File: src/rtl/dpsm_pkg.sv
// constants and types for the drive power state machine
// ****************************************
// Notes on behaviour
// - host steers via command word, reads report
// - self-test runs, fieldbus off, commands ignored
// - self-test done: idle-locked, fieldbus on
// - idle-locked keeps power stage off
// - command from low four bits together
// - idle-locked plus x110 goes armed
// - armed waits for hardware enable if configured
// - armed plus 0111 powers into standby
// - standby plus 1111 goes running
// - armed plus 1111 goes straight to running
// - bit 1 clear drops power stage, except in fault handling
// - any fault ends in fault-halt
// - handling: critical halts, minor runs policy
// - fault-halt switches power stage off
// - leave halt: cause gone plus reset
// - power alive in four named states only
// - running plus x01x starts emergency braking
// - fault reset acts on bit 7 rising
// ****************************************
package dpsm_pkg;
    // ****************************************
    // register map, byte addresses
    // ****************************************
    localparam logic [3:0] DPSM_ADDR_CTRL = 4'h0;
    localparam logic [3:0] DPSM_ADDR_REPORT = 4'h4;
    localparam logic [3:0] DPSM_ADDR_CONFIG = 4'h8;
    localparam logic [15:0] DPSM_CTRL_RESET = 16'h0000;
    localparam logic [15:0] DPSM_CONFIG_RESET = 16'h0000;
    // command word fields
    localparam int DPSM_CMD_LSB = 0;
    localparam int DPSM_CMD_W = 4;
    localparam int DPSM_FRESET_BIT = 7;
    // config word fields
    localparam int DPSM_CFG_ENMODE_BIT = 0;
    localparam int DPSM_CFG_BRAKE_LSB = 1;
    localparam int DPSM_CFG_FPOL_LSB = 4;
    localparam int DPSM_CFG_POL_W = 3;
    localparam int DPSM_CFG_OPMODE_LSB = 8;
    localparam int DPSM_CFG_OPMODE_W = 8;
    // report word fields
    localparam int DPSM_REP_POWER_BIT = 8;
    localparam int DPSM_REP_COMM_BIT = 9;
    localparam int DPSM_REP_HWEN_BIT = 10;
    localparam int DPSM_REP_FAULT_BIT = 11;
    // ****************************************
    // timing
    // ****************************************
    localparam int DPSM_CLK_MHZ = 125;
    localparam int DPSM_SELFTEST_US = 100;
    localparam int DPSM_BRAKE_US = 20;
    localparam int DPSM_FREACT_US = 10;
    localparam int DPSM_SELFTEST_CYC = DPSM_SELFTEST_US * DPSM_CLK_MHZ;
    localparam int DPSM_BRAKE_CYC = DPSM_BRAKE_US * DPSM_CLK_MHZ;
    localparam int DPSM_FREACT_CYC = DPSM_FREACT_US * DPSM_CLK_MHZ;
    localparam int DPSM_TIMER_W = 16;
    // ****************************************
    // states, one-hot
    // ****************************************
    typedef enum logic [7:0] {
        DPSM_SELFTEST = 8'h01,
        DPSM_IDLE_LOCKED = 8'h02,
        DPSM_ARMED = 8'h04,
        DPSM_STANDBY = 8'h08,
        DPSM_RUNNING = 8'h10,
        DPSM_EBRAKE = 8'h20,
        DPSM_FHANDLING = 8'h40,
        DPSM_FHALT = 8'h80
    } dpsm_state_t;
endpackage

File: src/rtl/dpsm_sync.sv
// two-flop synchroniser for pin inputs
`timescale 1ns/1ns
module dpsm_sync #(
    parameter int WIDTH = 1
) (
    input wire logic ref_clk_in, // system clock
    input wire logic reset_in, // synchronous reset, high
    input wire logic [WIDTH-1:0] async_in, // pin levels
    output logic [WIDTH-1:0] sync_out // synchronised levels
);
    logic [WIDTH-1:0] meta_r;
    // first flop feeds only the second
    always_ff @(posedge ref_clk_in)
    begin
        if (reset_in)
        begin
            meta_r <= '0;
            sync_out <= '0;
        end
        else
        begin
            meta_r <= async_in;
            sync_out <= meta_r;
        end
    end
endmodule

File: src/rtl/dpsm_timer.sv
// loadable down counter with one-cycle expiry pulse
`timescale 1ns/1ns
module dpsm_timer #(
    parameter int WIDTH = 16
) (
    input wire logic ref_clk_in, // system clock
    input wire logic reset_in, // synchronous reset, high
    input wire logic load_in, // restart with value_in
    input wire logic [WIDTH-1:0] value_in, // cycles to run, at least one
    output logic expired_out // pulse when count runs out
);
    logic [WIDTH-1:0] cnt_r;
    // count down, pulse on the last step
    always_ff @(posedge ref_clk_in)
    begin
        if (reset_in)
        begin
            cnt_r <= '0;
            expired_out <= 1'b0;
        end
        else if (load_in)
        begin
            cnt_r <= value_in;
            expired_out <= 1'b0;
        end
        else
        begin
            expired_out <= (cnt_r == {{(WIDTH-1){1'b0}}, 1'b1});
            if (cnt_r != '0)
                cnt_r <= cnt_r - {{(WIDTH-1){1'b0}}, 1'b1};
        end
    end
endmodule

File: src/rtl/dpsm_top.sv
// drive power state machine with avalon-mm register slave
//
// Our own choices: the address map and the Avalon-MM slave port.
`timescale 1ns/1ns
module dpsm_top #(
    parameter int SELFTEST_CYCLES = dpsm_pkg::DPSM_SELFTEST_CYC,
    parameter int BRAKE_CYCLES = dpsm_pkg::DPSM_BRAKE_CYC,
    parameter int FREACT_CYCLES = dpsm_pkg::DPSM_FREACT_CYC
) (
    input wire logic ref_clk_in, // 125 mhz system clock
    input wire logic reset_in, // synchronous reset, high
    input wire logic [3:0] avs_address_in, // byte address
    input wire logic avs_read_in, // read request
    input wire logic avs_write_in, // write request
    input wire logic [31:0] avs_writedata_in, // write data
    input wire logic [3:0] avs_byteenable_in, // byte lanes
    output logic [31:0] avs_readdata_out, // read data
    output logic avs_waitrequest_out, // stall, high by default
    input wire logic hardware_enable_input_in, // enable pin
    input wire logic fault_critical_in, // critical fault pin
    input wire logic fault_minor_in, // non-critical fault pin
    output logic power_stage_on_out, // power stage alive
    output logic comm_active_out, // fieldbus communication active
    output dpsm_pkg::dpsm_state_t state_out, // current state
    output logic [7:0] operating_mode_select_out, // mode to motion logic
    output logic [2:0] brake_policy_out, // braking policy code
    output logic [2:0] fault_policy_out, // fault policy code
    output logic fault_reaction_out // minor-fault reaction running
);
    import dpsm_pkg::*;

    // ****************************************
    // declarations
    // ****************************************
    dpsm_state_t state_r;
    dpsm_state_t state_nxt;
    logic [15:0] ctrl_r;
    logic [15:0] config_r;
    logic freset_prev_r;
    logic first_r;
    logic hw_en_s;
    logic fault_crit_s;
    logic fault_minor_s;
    logic timer_load;
    logic [DPSM_TIMER_W-1:0] timer_value;
    logic timer_done;
    logic [3:0] cmd;
    logic freset_edge;
    logic enable_ok;
    logic bus_req;
    logic bus_fire;
    logic [31:0] rd_mux;
    logic [15:0] report;
    logic alive_nxt;

    localparam logic [DPSM_TIMER_W-1:0] SELFTEST_LD = DPSM_TIMER_W'(SELFTEST_CYCLES);
    localparam logic [DPSM_TIMER_W-1:0] BRAKE_LD = DPSM_TIMER_W'(BRAKE_CYCLES);
    localparam logic [DPSM_TIMER_W-1:0] FREACT_LD = DPSM_TIMER_W'(FREACT_CYCLES);

    // ****************************************
    // pin synchronisers
    // ****************************************
    dpsm_sync #(
        .WIDTH(3)
    ) u_sync (
        .ref_clk_in(ref_clk_in),
        .reset_in(reset_in),
        .async_in({hardware_enable_input_in, fault_critical_in, fault_minor_in}),
        .sync_out({hw_en_s, fault_crit_s, fault_minor_s})
    );

    // ****************************************
    // state timer: self-test, braking, fault reaction
    // ****************************************
    dpsm_timer #(
        .WIDTH(DPSM_TIMER_W)
    ) u_timer (
        .ref_clk_in(ref_clk_in),
        .reset_in(reset_in),
        .load_in(timer_load),
        .value_in(timer_value),
        .expired_out(timer_done)
    );

    // reload on reset release and on every state change
    always_comb
    begin
        // a fresh count for every state, so no stale expiry pulse carries over
        timer_load = first_r || (state_nxt != state_r);
        case (state_nxt)
            DPSM_SELFTEST: timer_value = SELFTEST_LD;
            DPSM_EBRAKE: timer_value = BRAKE_LD;
            DPSM_FHANDLING: timer_value = FREACT_LD;
            default: timer_value = BRAKE_LD;
        endcase
    end

    // marks the first cycle after reset so self-test timing starts
    always_ff @(posedge ref_clk_in)
    begin
        if (reset_in)
            first_r <= 1'b1;
        else
            first_r <= 1'b0;
    end

    // ****************************************
    // command decode
    // ****************************************
    // low four bits read as one field
    assign cmd = ctrl_r[DPSM_CMD_LSB +: DPSM_CMD_W];
    // fault reset works on the rising edge only
    assign freset_edge = ctrl_r[DPSM_FRESET_BIT] && !freset_prev_r;
    // hardware enable needed only when configured for inputs plus fieldbus
    assign enable_ok = !config_r[DPSM_CFG_ENMODE_BIT] || hw_en_s;

    // previous bit 7 for edge detection
    always_ff @(posedge ref_clk_in)
    begin
        if (reset_in)
            freset_prev_r <= 1'b0;
        else
            freset_prev_r <= ctrl_r[DPSM_FRESET_BIT];
    end

    // ****************************************
    // next state
    // ****************************************
    always_comb
    begin
        // commands are levels: the state follows the word while it stands
        state_nxt = state_r;
        case (state_r)
            DPSM_SELFTEST:
            begin
                if (timer_done && !first_r)
                    state_nxt = DPSM_IDLE_LOCKED;
            end
            DPSM_IDLE_LOCKED:
            begin
                if (cmd[2:0] == 3'b110)
                    state_nxt = DPSM_ARMED;
            end
            DPSM_ARMED:
            begin
                if (!cmd[1])
                    state_nxt = DPSM_IDLE_LOCKED;
                else if (!cmd[2])
                    state_nxt = DPSM_IDLE_LOCKED;
                else if (cmd == 4'hF && enable_ok)
                    state_nxt = DPSM_RUNNING;
                else if (cmd[0] && enable_ok)
                    state_nxt = DPSM_STANDBY;
            end
            DPSM_STANDBY:
            begin
                if (!cmd[1])
                    state_nxt = DPSM_IDLE_LOCKED;
                else if (!cmd[2])
                    state_nxt = DPSM_IDLE_LOCKED;
                else if (!cmd[0])
                    state_nxt = DPSM_ARMED;
                else if (cmd[3])
                    state_nxt = DPSM_RUNNING;
            end
            DPSM_RUNNING:
            begin
                if (!cmd[1])
                    state_nxt = DPSM_IDLE_LOCKED;
                else if (!cmd[2])
                    state_nxt = DPSM_EBRAKE;
                else if (!cmd[0])
                    state_nxt = DPSM_ARMED;
                else if (!cmd[3])
                    state_nxt = DPSM_STANDBY;
            end
            DPSM_EBRAKE:
            begin
                // policy zero ends braking by itself, others hold until disable
                if (!cmd[1])
                    state_nxt = DPSM_IDLE_LOCKED;
                else if (timer_done && config_r[DPSM_CFG_BRAKE_LSB +: DPSM_CFG_POL_W] == 3'h0)
                    state_nxt = DPSM_IDLE_LOCKED;
            end
            DPSM_FHANDLING:
            begin
                // critical ends handling at once, minor after the reaction time
                if (fault_crit_s || timer_done)
                    state_nxt = DPSM_FHALT;
            end
            DPSM_FHALT:
            begin
                if (!fault_crit_s && !fault_minor_s && freset_edge)
                    state_nxt = DPSM_IDLE_LOCKED;
            end
            default: state_nxt = DPSM_FHALT;
        endcase
        // faults win over every command once self-test is over
        if (state_r != DPSM_SELFTEST && state_r != DPSM_FHALT && state_r != DPSM_FHANDLING)
        begin
            if (fault_crit_s)
                state_nxt = DPSM_FHALT;
            else if (fault_minor_s)
                state_nxt = DPSM_FHANDLING;
        end
    end

    // power alive in standby, running, braking and fault handling
    assign alive_nxt = (state_nxt == DPSM_STANDBY) || (state_nxt == DPSM_RUNNING)
        || (state_nxt == DPSM_EBRAKE) || (state_nxt == DPSM_FHANDLING);

    // ****************************************
    // state and power outputs
    // ****************************************
    always_ff @(posedge ref_clk_in)
    begin
        if (reset_in)
        begin
            state_r <= DPSM_SELFTEST;
            power_stage_on_out <= 1'b0;
            fault_reaction_out <= 1'b0;
        end
        else
        begin
            state_r <= state_nxt;
            // off in idle-locked, armed, self-test and fault-halt
            power_stage_on_out <= alive_nxt;
            fault_reaction_out <= (state_nxt == DPSM_FHANDLING);
        end
    end

    // fieldbus comes up when self-test is over
    always_ff @(posedge ref_clk_in)
    begin
        if (reset_in)
            comm_active_out <= 1'b0;
        else
            comm_active_out <= (state_nxt != DPSM_SELFTEST);
    end

    // state leaves straight from its register, so report and pin agree
    assign state_out = state_r;

    // ****************************************
    // avalon-mm slave
    // ****************************************
    // either direction counts; the master never raises both at once
    assign bus_req = avs_read_in || avs_write_in;
    // access completes at the edge where waitrequest is low
    assign bus_fire = bus_req && !avs_waitrequest_out;

    // one wait state, then release for exactly one cycle
    always_ff @(posedge ref_clk_in)
    begin
        if (reset_in)
            avs_waitrequest_out <= 1'b1;
        else if (bus_req && avs_waitrequest_out)
            avs_waitrequest_out <= 1'b0;
        else
            avs_waitrequest_out <= 1'b1;
    end

    // state report word
    always_comb
    begin
        report = 16'h0000;
        report[7:0] = state_r;
        report[DPSM_REP_POWER_BIT] = power_stage_on_out;
        report[DPSM_REP_COMM_BIT] = comm_active_out;
        report[DPSM_REP_HWEN_BIT] = hw_en_s;
        report[DPSM_REP_FAULT_BIT] = fault_crit_s || fault_minor_s;
    end

    // read mux, unmapped reads zero
    always_comb
    begin
        case (avs_address_in)
            DPSM_ADDR_CTRL: rd_mux = {16'h0000, ctrl_r};
            DPSM_ADDR_REPORT: rd_mux = {16'h0000, report};
            DPSM_ADDR_CONFIG: rd_mux = {16'h0000, config_r};
            default: rd_mux = 32'h00000000;
        endcase
    end

    // read data captured during the wait state
    always_ff @(posedge ref_clk_in)
    begin
        if (reset_in)
            avs_readdata_out <= 32'h00000000;
        else if (avs_read_in && avs_waitrequest_out)
            avs_readdata_out <= rd_mux;
    end

    // command word, writes ignored during self-test
    always_ff @(posedge ref_clk_in)
    begin
        if (reset_in)
            ctrl_r <= DPSM_CTRL_RESET;
        else if (bus_fire && avs_write_in && avs_address_in == DPSM_ADDR_CTRL
                 && state_r != DPSM_SELFTEST)
        begin
            // only lanes 0 and 1 carry the 16-bit word
            if (avs_byteenable_in[0])
                ctrl_r[7:0] <= avs_writedata_in[7:0];
            if (avs_byteenable_in[1])
                ctrl_r[15:8] <= avs_writedata_in[15:8];
        end
    end

    // configuration word, parameter writes open after self-test
    always_ff @(posedge ref_clk_in)
    begin
        if (reset_in)
            config_r <= DPSM_CONFIG_RESET;
        else if (bus_fire && avs_write_in && avs_address_in == DPSM_ADDR_CONFIG
                 && state_r != DPSM_SELFTEST)
        begin
            if (avs_byteenable_in[0])
                config_r[7:0] <= avs_writedata_in[7:0];
            if (avs_byteenable_in[1])
                config_r[15:8] <= avs_writedata_in[15:8];
        end
    end

    // ****************************************
    // policy outputs to motion logic
    // ****************************************
    always_ff @(posedge ref_clk_in)
    begin
        if (reset_in)
        begin
            operating_mode_select_out <= 8'h00;
            brake_policy_out <= 3'h0;
            fault_policy_out <= 3'h0;
        end
        else
        begin
            // copies of the config fields, one cycle behind the register
            operating_mode_select_out <= config_r[DPSM_CFG_OPMODE_LSB +: DPSM_CFG_OPMODE_W];
            brake_policy_out <= config_r[DPSM_CFG_BRAKE_LSB +: DPSM_CFG_POL_W];
            fault_policy_out <= config_r[DPSM_CFG_FPOL_LSB +: DPSM_CFG_POL_W];
        end
    end
endmodule

File: config.mk
export PLATFORM = sky130hd
export DESIGN_NAME = dpsm_top
export DESIGN_NICKNAME = d
export VERILOG_FILES = /design/src/rtl/dpsm_pkg.sv /design/src/rtl/dpsm_sync.sv /design/src/rtl/dpsm_timer.sv /design/src/rtl/dpsm_top.sv
export SDC_FILE = /design/constraint.sdc
export NUM_CORES = 1
export LEC_CHECK = 0
export ABC_CLOCK_PERIOD_IN_PS = 3700
export BUFFER_PORTS_ARGS = -buffer_cell sky130_fd_sc_hd__buf_2
export CAP_MARGIN = 20
export CORE_MARGIN = 1
export CORE_UTILIZATION = 30
export DETAILED_ROUTE_END_ITERATION = 8
export PLACE_DENSITY = 0.47
export SYNTH_ARGS = -nofsm -noshare
export SYNTH_HDL_FRONTEND = slang
export SYNTH_SLANG_ARGS = --single-unit
File: constraint.sdc
create_clock -name ref_clk_in -period 3.7 [get_ports ref_clk_in]
set_input_delay 0.185 -clock ref_clk_in [delete_from_list [all_inputs] [get_ports ref_clk_in]]
set_output_delay 0.185 -clock ref_clk_in [all_outputs]
set_load 0.02 [all_outputs]
; Yosys cells after proc, flatten, opt, wreduce, memory -nomap -nowiden
; Cells that the tools add are included.
[op_classes]
n_reduce_logical = 40
add_sub_neg = 1
mux = 28
n_eq_ne = 23
[op_table]
columns = operator, n
row1 = two-way mux 8 bit, 21
row2 = case mux 8 bit (8 select lines), 1
row3 = case mux 16 bit (3 select lines), 1
row4 = two-way mux 16 bit, 2
row5 = case mux 14 bit (2 select lines), 1
row6 = logical AND 1 bit, 17
row7 = equality test 16 x 1 -> 1 bit (second input constant), 1
row8 = equality test 8 x 1 -> 1 bit (second input constant), 2
row9 = equality test 8 x 4 -> 1 bit (second input constant), 2
row10 = equality test 8 x 5 -> 1 bit (second input constant), 2
row11 = equality test 8 x 6 -> 1 bit (second input constant), 2
row12 = equality test 8 x 7 -> 1 bit (second input constant), 2
row13 = inequality test 8 x 1 -> 1 bit (second input constant), 2
row14 = nonzero test 16 bit, 1
row15 = subtractor 16 x 1 -> 16 bit (second input constant), 1
row16 = equality test 4 bit (second input constant), 2
row17 = equality test 8 x 2 -> 1 bit (second input constant), 1
row18 = equality test 8 x 3 -> 1 bit (second input constant), 1
row19 = equality test 8 bit (second input constant), 1
row20 = logical OR 1 bit, 8
row21 = inequality test 8 x 7 -> 1 bit (second input constant), 1
row22 = inequality test 8 bit, 1
row23 = inequality test 8 bit (second input constant), 1
row24 = AND reduction 2 bit, 4
row25 = other kinds (8), 14
[totals]
ff_bits = 115
wordCells = 111
out_inout_bits = 58
input_bits = 47

; Logic depth before layout (Yosys ltp)
; Gate-level depths: netlist of the first run.
[depth]
depth_word = 15
mapped_depth = 11
mapped_depth_nobuf = 8

; Hierarchy
; A second synthesis of the first run with hierarchy kept.
[unflattened]
cells_unflattened = 546
hier_area_um2 = 4880.9
[modules_own_cells]
columns = mod, seq_area_each_um2, cells_each, n_inst, area_per_inst_um2
row1 = dpsm_top, 1521.5, 423, 1, 3734.8
row2 = dpsm_timer, 340.3, 111, 1, 988.4
row3 = dpsm_sync, 120.1, 12, 1, 157.7

; Least setup slack after synthesis of the first run
; OpenSTA, ideal clock, no wires.
[synth_path]
path_kind = register to register
start = register state_r[4] (netlist: state_out[4])
end = register u_timer.cnt_r[4]
path_buffers = 2
setup_slack_ps = 918
synth_period_minus_slack_ps = 2782
required_time_ps = 3572
setup_ps = 128
stages_incl_launch_ff = 11
arrival_ps = 2655
cell_sequence = dfxtp_1 buf_2 nor4_4 o2111ai_1 a21boi_1 o221ai_1 xnor2_1 nor4b_4 buf_6 mux2i_1 nor2_1
[synth_between]
elab_chain_cells = 11
word_cells_on_any_way = 42
classes_between = eq/ne: 14 / mux: 24 / reduce/logical: 4
[synth_rtl]
columns = item, line
row1 = from (decl), dpsm_top.sv:35  ; dpsm_state_t state_r;
row2 = from (signal assigned), dpsm_top.sv:225  ; state_r <= state_nxt;
row3 = two-way mux 8 bit (on tied branches), "dpsm_top.sv:174, dpsm_top.sv:152, dpsm_top.sv:163"
row4 = two-way mux 8 bit (on tied branches), "dpsm_top.sv:172, dpsm_top.sv:150, dpsm_top.sv:161"
row5 = two-way mux 8 bit (on tied branches), "dpsm_top.sv:170, dpsm_top.sv:148, dpsm_top.sv:159"
row6 = two-way mux 8 bit (on tied branches), "dpsm_top.sv:168, dpsm_top.sv:146, dpsm_top.sv:157"
row7 = case mux 8 bit (8 select lines), dpsm_top.sv:133  ; case (state_r)
row8 = two-way mux 8 bit, dpsm_top.sv:203  ; else if (fault_minor_s)
row9 = two-way mux 8 bit, dpsm_top.sv:201  ; if (fault_crit_s)
row10 = two-way mux 8 bit, dpsm_top.sv:199  ; if (state_r != DPSM_SELFTEST && state_r != DPSM_FHALT && state_r != DPSM_FHANDLING)
row11 = equality test 8 x 7 -> 1 bit (tied with other cells), dpsm_top.sv:90  ; case (state_nxt)
row12 = case mux 14 bit (2 select lines) / logical OR 1 bit (equally long branches), "dpsm_top.sv:90, dpsm_top.sv:89"
row13 = two-way mux 16 bit / nonzero test 2 bit (equally long branches), -
row14 = to (signal assigned), dpsm_timer.sv:23  ; cnt_r <= value_in;
row15 = to (signal assigned), dpsm_timer.sv:30  ; cnt_r <= cnt_r - {{(WIDTH-1){1'b0}}, 1'b1};
row16 = to (decl), dpsm_timer.sv:12  ; logic [WIDTH-1:0] cnt_r;
; Parallel ways exist; a longest one is shown, timed or not.
; A chain may end at the register's enable or synchronous reset.

; Worst setup path in the final report of the first run
[layout_path]
start = register state_r[5] (netlist: state_out[5])
end = register u_timer.cnt_r[5]
; The elaborated chain is that of the path after synthesis.

==> summary.md, run 1 <==
| Metric | Value |
|---|---|
| Status | complete, no violations |
| Post-route ant nets | 0 |
| Antenna Cells | 0 |
| # DRC | 0 |
| Via count | between 4,000 and 5,000 |
| Fin area | about 5400 sq um |
| CTS Sinks | just under 100 |
| Vias in the first global route | between 3,000 and 4,000 |
| Area of the mapped netlist | around 4600 sq um |
| Multi-input logic area | between 2000 and 2500 sq um |
| Yosys warnings | 0 |
| Clock latency on the worst-skew pair | about 0.35 ns |
| Worst setup SP type | flop |
| Synthesis-to-layout area growth | 16.5% |
| Slew headroom | 0.310 |
| Post-synth EDFFs | 0 |
| R2R depth | 8 |
| Core outline area | about 15,000 sq um |
| Final Hold Fails | 0 |
| Top-Level Pins | 105 |
| Worst Skew | 0.00747 ns |
| Fraction of layout cells with a size suffix above 1 | 0.190 |
| Largest net degree at the start of global routing | 35 |
| Post-synthesis sequential area ratio | 0.431 |
| WL/cell | around 16 microns |
| Clock-pin slew of the registers on the worst-case setup and hold paths | roughly 0.070 ns |
| Nets@finish | between 600 and 700 |
| H-tree Lvls | 3 |
| GP Congestion | slightly below 0.9 |
| Root Driver | clkbuf_16 |
| Worst-path fanout max | 12 |
| Finished Layout Cells | 773 |
| Hold buffer count at CTS | 0 |
| Post-DP HPWL | approximately 8900 microns |
| Worst endpoint data arrival time | approximately 3.5 ns |
| Grt total ovfl | 0 |
| Ys flop type | dfxtp_1 |
| DP Cell Count | 757 |
| Crit end category | flop |
| Static leakage | roughly 2.1 nW |
| Pwr dens | between 400 and 500 nW/um^2 |
| Synthesized area per cell | 8.83 sq um |
| Final setup margin | ~0.41 ns |
| Post-CTS sizing | 0 |
| # rows | 44 |
| Post-Place Worst Slack | 0.424 ns |
| Final WL | ~13,000 microns |
| WHS Path Cells | 2 |
| Total Routing Usage GR | 0.162 |
| Commonest cells post-synth | dfxtp_1, nor2_1, mux2i_1 |
| Setup violators final | 0 |
| Cell count after synthesis | roughly 520 |
| Die height | 126 microns |
| Number of post-CTS setup repair buffers | 0 |
| Register bit total from synthesis | about 100 |
| Clk buf depth | 2 |
| Crit share post-route | 0.890 |
| First-pass iteration count of the detailed router | 5 |
| Final min period | between 3 and 4 ns |
| Synth area leader | dfxtp_1 |
| Crit path required time | a little under 4 ns |
| Worst Hold Class | primary input to flop |
| Global-route wire length before repair | a little over 20,000 microns |
| Synth cell types | 65 |
| Placed Area | around 5000 sq um |
| Max frequency | approximately 300 MHz |
| Vias per inst | 5.18 |
| Worst VDD drop | 271 uV |
| Most frequent cell after synthesis | dfxtp_1 |
| Initial antenna violation count | 0 |
| Initial DRC count | roughly 260 |
| Synth top area share | 0.431 |
| Total die area | 15,800 sq um |
| CTS tree | built |
| Max-cap viol count | 0 |
| CTS buffer count | 9 |
| I/O Buffers | 70 |
| RSZ-0062 raised after global routing | false |
| Final hold slack | between 0.04 and 0.05 ns |
| Die W | 126 microns |
| Total negative slack | 0 ns |
| Fillcell total | around 1,500 |
| Post-layout util | 0.363 |
| Actual slew at the worst max-slew pin | 1.03 ns |
| Initial Util | 0.312 |
| Largest cells by area after synthesis | dfxtp_1, mux2i_1, nor2_1 |
| Tot Pwr | ~2.4 mW |
| Slew Limit Fails | 0 |
| Async set-or-reset flop fraction in the synthesized netlist | 0 |
| FF+latch area | roughly 2000 sq um |
| Setup CP Type | flop to flop |
-- metal layers --
layer  share of wire  track usage
met5               0            0
met3           0.046       0.0412
met4           0.011       0.0574
met1            0.47        0.204
met2            0.48        0.270
-- cells by family (layout without fill, tap and decap cells) --
logic type / count (synthesis) / after routing / share of synthesized area
multiplexers: 39 / 39 / 0.0857
adder cells (fa/ha/maj): 2 / 2 / 0.00544
other: 1 / 16 / 0.000815
buffers and inverters: 57 / 110 / 0.0656
AO/OA/AOI/OAI: 93 / 93 / 0.143
AND/OR/NAND/NOR: 217 / 217 / 0.244
XOR/XNOR: 13 / 13 / 0.0248
flip-flops: 99 / 99 / 0.431
-- state kept, by name, summed over array words and instances, names as in the netlist --
| register | count |
|---|---|
| u_timer.cnt_r | 16 |
| avs_readdata_out | 16 |
| state_out | 8 |
| fault_reaction_out | 1 |
| brake_policy_out | 3 |
| u_sync.meta_r | 3 |
| freset_prev_r | 1 |
| fault_policy_out | 3 |
| operating_mode_select_out | 8 |
| config_r | 16 |
| u_sync.sync_out | 3 |
| power_stage_on_out | 1 |
| first_r | 1 |
| ctrl_r | 16 |
| avs_waitrequest_out | 1 |
| u_timer.expired_out | 1 |
| comm_active_out | 1 |
-- worst max-delay path, cell delays in order (launching register included) --
cell and delay [ns]:
dfxtp_1 0.47, nor4_4 0.56, o2111ai_1 0.28, a21boi_1 0.38
o221ai_1 0.27, xnor2_1 0.23, nor4b_4 0.39, buf_4 0.26
mux2_2 0.34
-- power breakdown --
part	switching, mW	internal (mW)	total (mW)	leakage (nW)
logic	0.227	0.138	0.365	1.19
clock network	0.421	0.459	0.880	0.130
registers	0.0389	1.10	1.14	0.803
total	0.687	1.70	2.38	2.12
-- area by class of cell --
cell class | instances | area share
inverters | 10 | 0.00701
well taps | 184 | 0.0430
clock buffers | 11 | 0.0434
repair buffers | 84 | 0.0850
flip-flops and latches | 99 | 0.370
clock inverters | 5 | 0.00654
multi-input cells | 380 | 0.445
-- cell usage in the layout, fill, tap and decap left out, types with 3 or more instances in the layout --
master     count
dfxtp_1       99
nor2_1        95
buf_2         70
mux2i_1       36
nor2b_1       32
a21oi_1       32
nand2_1       21
conb_1        16
nor3_1        15
buf_4         14
a222oi_1      11
inv_1         10
xnor2_1       10
clkbuf_16      9
nand3_1        8
o21ai_0        8
and3_1         6
nand4_1        6
nor4_1         5
nand2b_1       5
a22oi_1        5
nor3_2         3
xor2_1         3
a21boi_0       3
and2_1         3
a211oi_1       3
or3_1          3
mux2_2         3
-- worst paths after layout --
path | from | end | slack (ns)
max | state_out[5] | u_timer.cnt_r[5] | 0.41
min | fault_minor_in | u_sync.meta_r[0] | 0.04
max reg2reg | state_out[5] | u_timer.cnt_r[5] | 0.41
min reg2reg | avs_waitrequest_out | avs_waitrequest_out | 0.44
No activity file was read; power rests on OpenSTA's default activity.
==> run 2, diff against run 1 <==
PLACE_DENSITY = 0.45   (was 0.47)
==> run 2 against run 1 <==
  * Global-route usage grew 0.076 points
  * Critical path depth stayed put
  * Worst setup slack improved by 0.091 ns
  * Non-clock buffer count down 3
  * Worst hold slack got worse by 0.0043 ns
  * Routed wire length down 0.53%
  * Clock-buffer cell count down 1
  * Core utilization rose by 0.068 points
  * Maximum frequency up 2.8%
  * Highest routed layer unchanged
==> summary.md, run 2 (same netlist as run 1, synthesis figures left out) <==
| Metric | Value |
|---|---|
| Net switching power | 0.693 mW (+0.93%) |
| Via count | 3,942 (-1.6%) |
| Flop pwr share | 0.464 (-0.014) |
| Max-cap viol count | 0 (unchanged) |
| Worst endpoint data arrival time | 3.44 ns (-0.10 ns) |
| Crit path required time | 3.94 ns (about the same) |
| # rows | 44 (unchanged) |
| R2R depth | 8 (unchanged) |
| Total die area | 15,800 sq um (unchanged) |
| Post-CTS sizing | 0 (unchanged) |
| Initial antenna violation count | 0 (unchanged) |
| Largest net degree at the start of global routing | 52 (+49%) |
| CTS Sinks | 99 (unchanged) |
| Clock-pin slew of the registers on the worst-case setup and hold paths | 0.07 ns (about the same) |
| Slew Limit Fails | 0 (unchanged) |
| Max frequency | 312 MHz (+2.8%) |
| Pwr dens | 459 nW/um^2 (+3.1%) |
| Total Routing Usage GR | 0.163 (+0.000763) |
| Setup CP Type | flop to flop |
| Clock Power Share | 0.390 (+0.021) |
| Root Driver | clkbuf_16 |
| Clock latency on the worst-skew pair | 0.36 ns (about the same) |
| Most frequent cells in the layout | dfxtp_1, nor2_1, buf_2, mux2i_1 |
| H-tree Lvls | 3 (unchanged) |
| Core outline area | 14,800 sq um (unchanged) |
| Vias in the first global route | 3,834 (+0.13%) |
| WL/cell | 16.3 microns (-0.14%) |
| CTS buffer count | 9 (unchanged) |
| Fraction of layout cells with a size suffix above 1 | 0.188 (-0.00244) |
| Worst Hold Class | primary input to flop |
| Hold buffer count at CTS | 0 (unchanged) |
| Top-Level Pins | 105 (unchanged) |
| R2r startpoint | state_out[4] |
| Clk buf depth | 2 (unchanged) |
| Post-Place Worst Slack | 0.586 ns (+0.163 ns) |
| Crit share post-route | 0.865 (-0.0246) |
| Crit end category | flop |
| Actual slew at the worst max-slew pin | 1.07 ns (+0.0352 ns) |
| Synthesis-to-layout area growth | 16.7% |
| Status | complete, no violations |
| CP startpoint | state_out[4] |
| Antenna Cells | 0 (unchanged) |
| Global-route wire length before repair | 20,300 microns (+0.96%) |
| GP Congestion | 0.820 (-5.4%) |
| Worst setup SP type | flop |
| First-pass iteration count of the detailed router | 6 (+1) |
| Final Hold Fails | 0 (unchanged) |
| Power Internal | 1.77 mW (+4.3%) |
| Initial Util | 0.312 (unchanged) |
| CTS tree | built |
| Switch share | 0.281 (-0.00663) |
| Final setup margin | 0.499 ns (+0.0909 ns) |
| RSZ-0062 raised after global routing | false |
| # DRC | 0 (unchanged) |
| Initial DRC count | 339 (+32%) |
| Final WL | 12,500 microns (-0.53%) |
| Static leakage | 2.12 nW (about the same) |
| Post-DP HPWL | 8730 microns (-2.1%) |
| Worst VDD drop | 220 uV (-19%) |
| WHS Path Cells | 2 (unchanged) |
| Die height | 126 microns (unchanged) |
| Worst-path fanout max | 16 (+4) |
| Worst Skew | 0.00919 ns (+0.00171 ns) |
| Number of post-CTS setup repair buffers | 0 (unchanged) |
| Gate power share | 0.146 (-0.007) |
| Grt total ovfl | 0 (unchanged) |
| Worst setup endpoint | u_timer.cnt_r[1] |
| Final min period | 3.20 ns (-0.0909 ns) |
| Total negative slack | 0 ns (unchanged) |
| Reg-to-reg endpoint | u_timer.cnt_r[1] |
| Setup slack, reg-to-reg | 0.50 ns (+0.09 ns) |
| Most common cell after layout, fill and taps aside | dfxtp_1 |
| Nets@finish | 630 (-0.47%) |
| Setup violators final | 0 (unchanged) |
| Die W | 126 microns (unchanged) |
| Slew headroom | 0.287 (-0.0235) |
| Post-route ant nets | 0 (unchanged) |
| I/O Buffers | 70 (unchanged) |
| Vias per inst | 5.12 (-1.2%) |
[run 2: changes by cell type in the layout (fill, tap and decap cells not counted), sizes merged]
cell / previous run / this run
buf: 84 / 81
bufinv: 0 / 1
clkbuf: 11 / 10
clkinv: 2 / 1
inv: 12 / 13
[run 2: how the worst min path moves through the flow]
stage / from / end / slack [ns]
floorplan: reset_in / first_r / 0.21
global placement: fault_minor_in / u_sync.meta_r[0] / 0.41
detailed placement: fault_minor_in / u_sync.meta_r[0] / 0.40
CTS: fault_minor_in / u_sync.meta_r[0] / 0.03
global route: avs_write_in / avs_waitrequest_out / 0.06
finish: fault_minor_in / u_sync.meta_r[0] / 0.04
[run 2: per-stage QoR]
stage | cells | instance area [sq um] | utilization | hold WS [ns] | power (mW)
6_report | 770 | 5370 | 0.364 | 0.0363 | 2.46
5_1_grt | 770 | 5370 | 0.364 | 0.0585 | 2.59
4_1_cts | 770 | 5370 | 0.364 | 0.0326 | 2.50
3_5_place_dp | 754 | 5070 | 0.343 | 0.401 | 1.53
3_3_place_gp | 754 | 5070 | 0.343 | 0.406 | 1.52
2_1_floorplan | 536 | 4660 | - | 0.213 | 1.44
[run 2: layer usage]
metal  GRT usage  wire length, microns  up-vias
met5           0                     0        -
met4      0.0652                   214        0
met3      0.0293                   579       20
met2       0.265                  5850      112
met1       0.214                  5880     1880
li1            -                     -     1930
[run 2: critical path, cell delays in order (launching register included)]
cell and delay (ns):
dfxtp_1 0.49, nor4_4 0.59, o2111ai_1 0.26, a21boi_1 0.38, o221ai_1 0.25, xnor2_1 0.22, nor4b_4 0.28, buf_4 0.26
mux2_2 0.35
[run 2: final cells by class]
| class | instances | area, sq um |
|---|---|---|
| timing repair buffer | 81 | 433 |
| clock inverter | 6 | 71.3 |
| multi-input combinational | 380 | 2380 |
| tap | 184 | 230 |
| sequential | 99 | 1980 |
| inverter | 10 | 37.5 |
| fill | 1547 | 9390 |
| clock buffer | 10 | 229 |
[run 2: power by group through the flow]
stage               Combinational, mW  Sequential [mW]  Clock, mW
floorplan                       0.289             1.16          0
global placement                0.357             1.17          0
detailed placement              0.360             1.17          0
CTS                             0.362             1.14      0.991
global route                    0.401             1.15       1.04
finish                          0.360             1.14      0.961
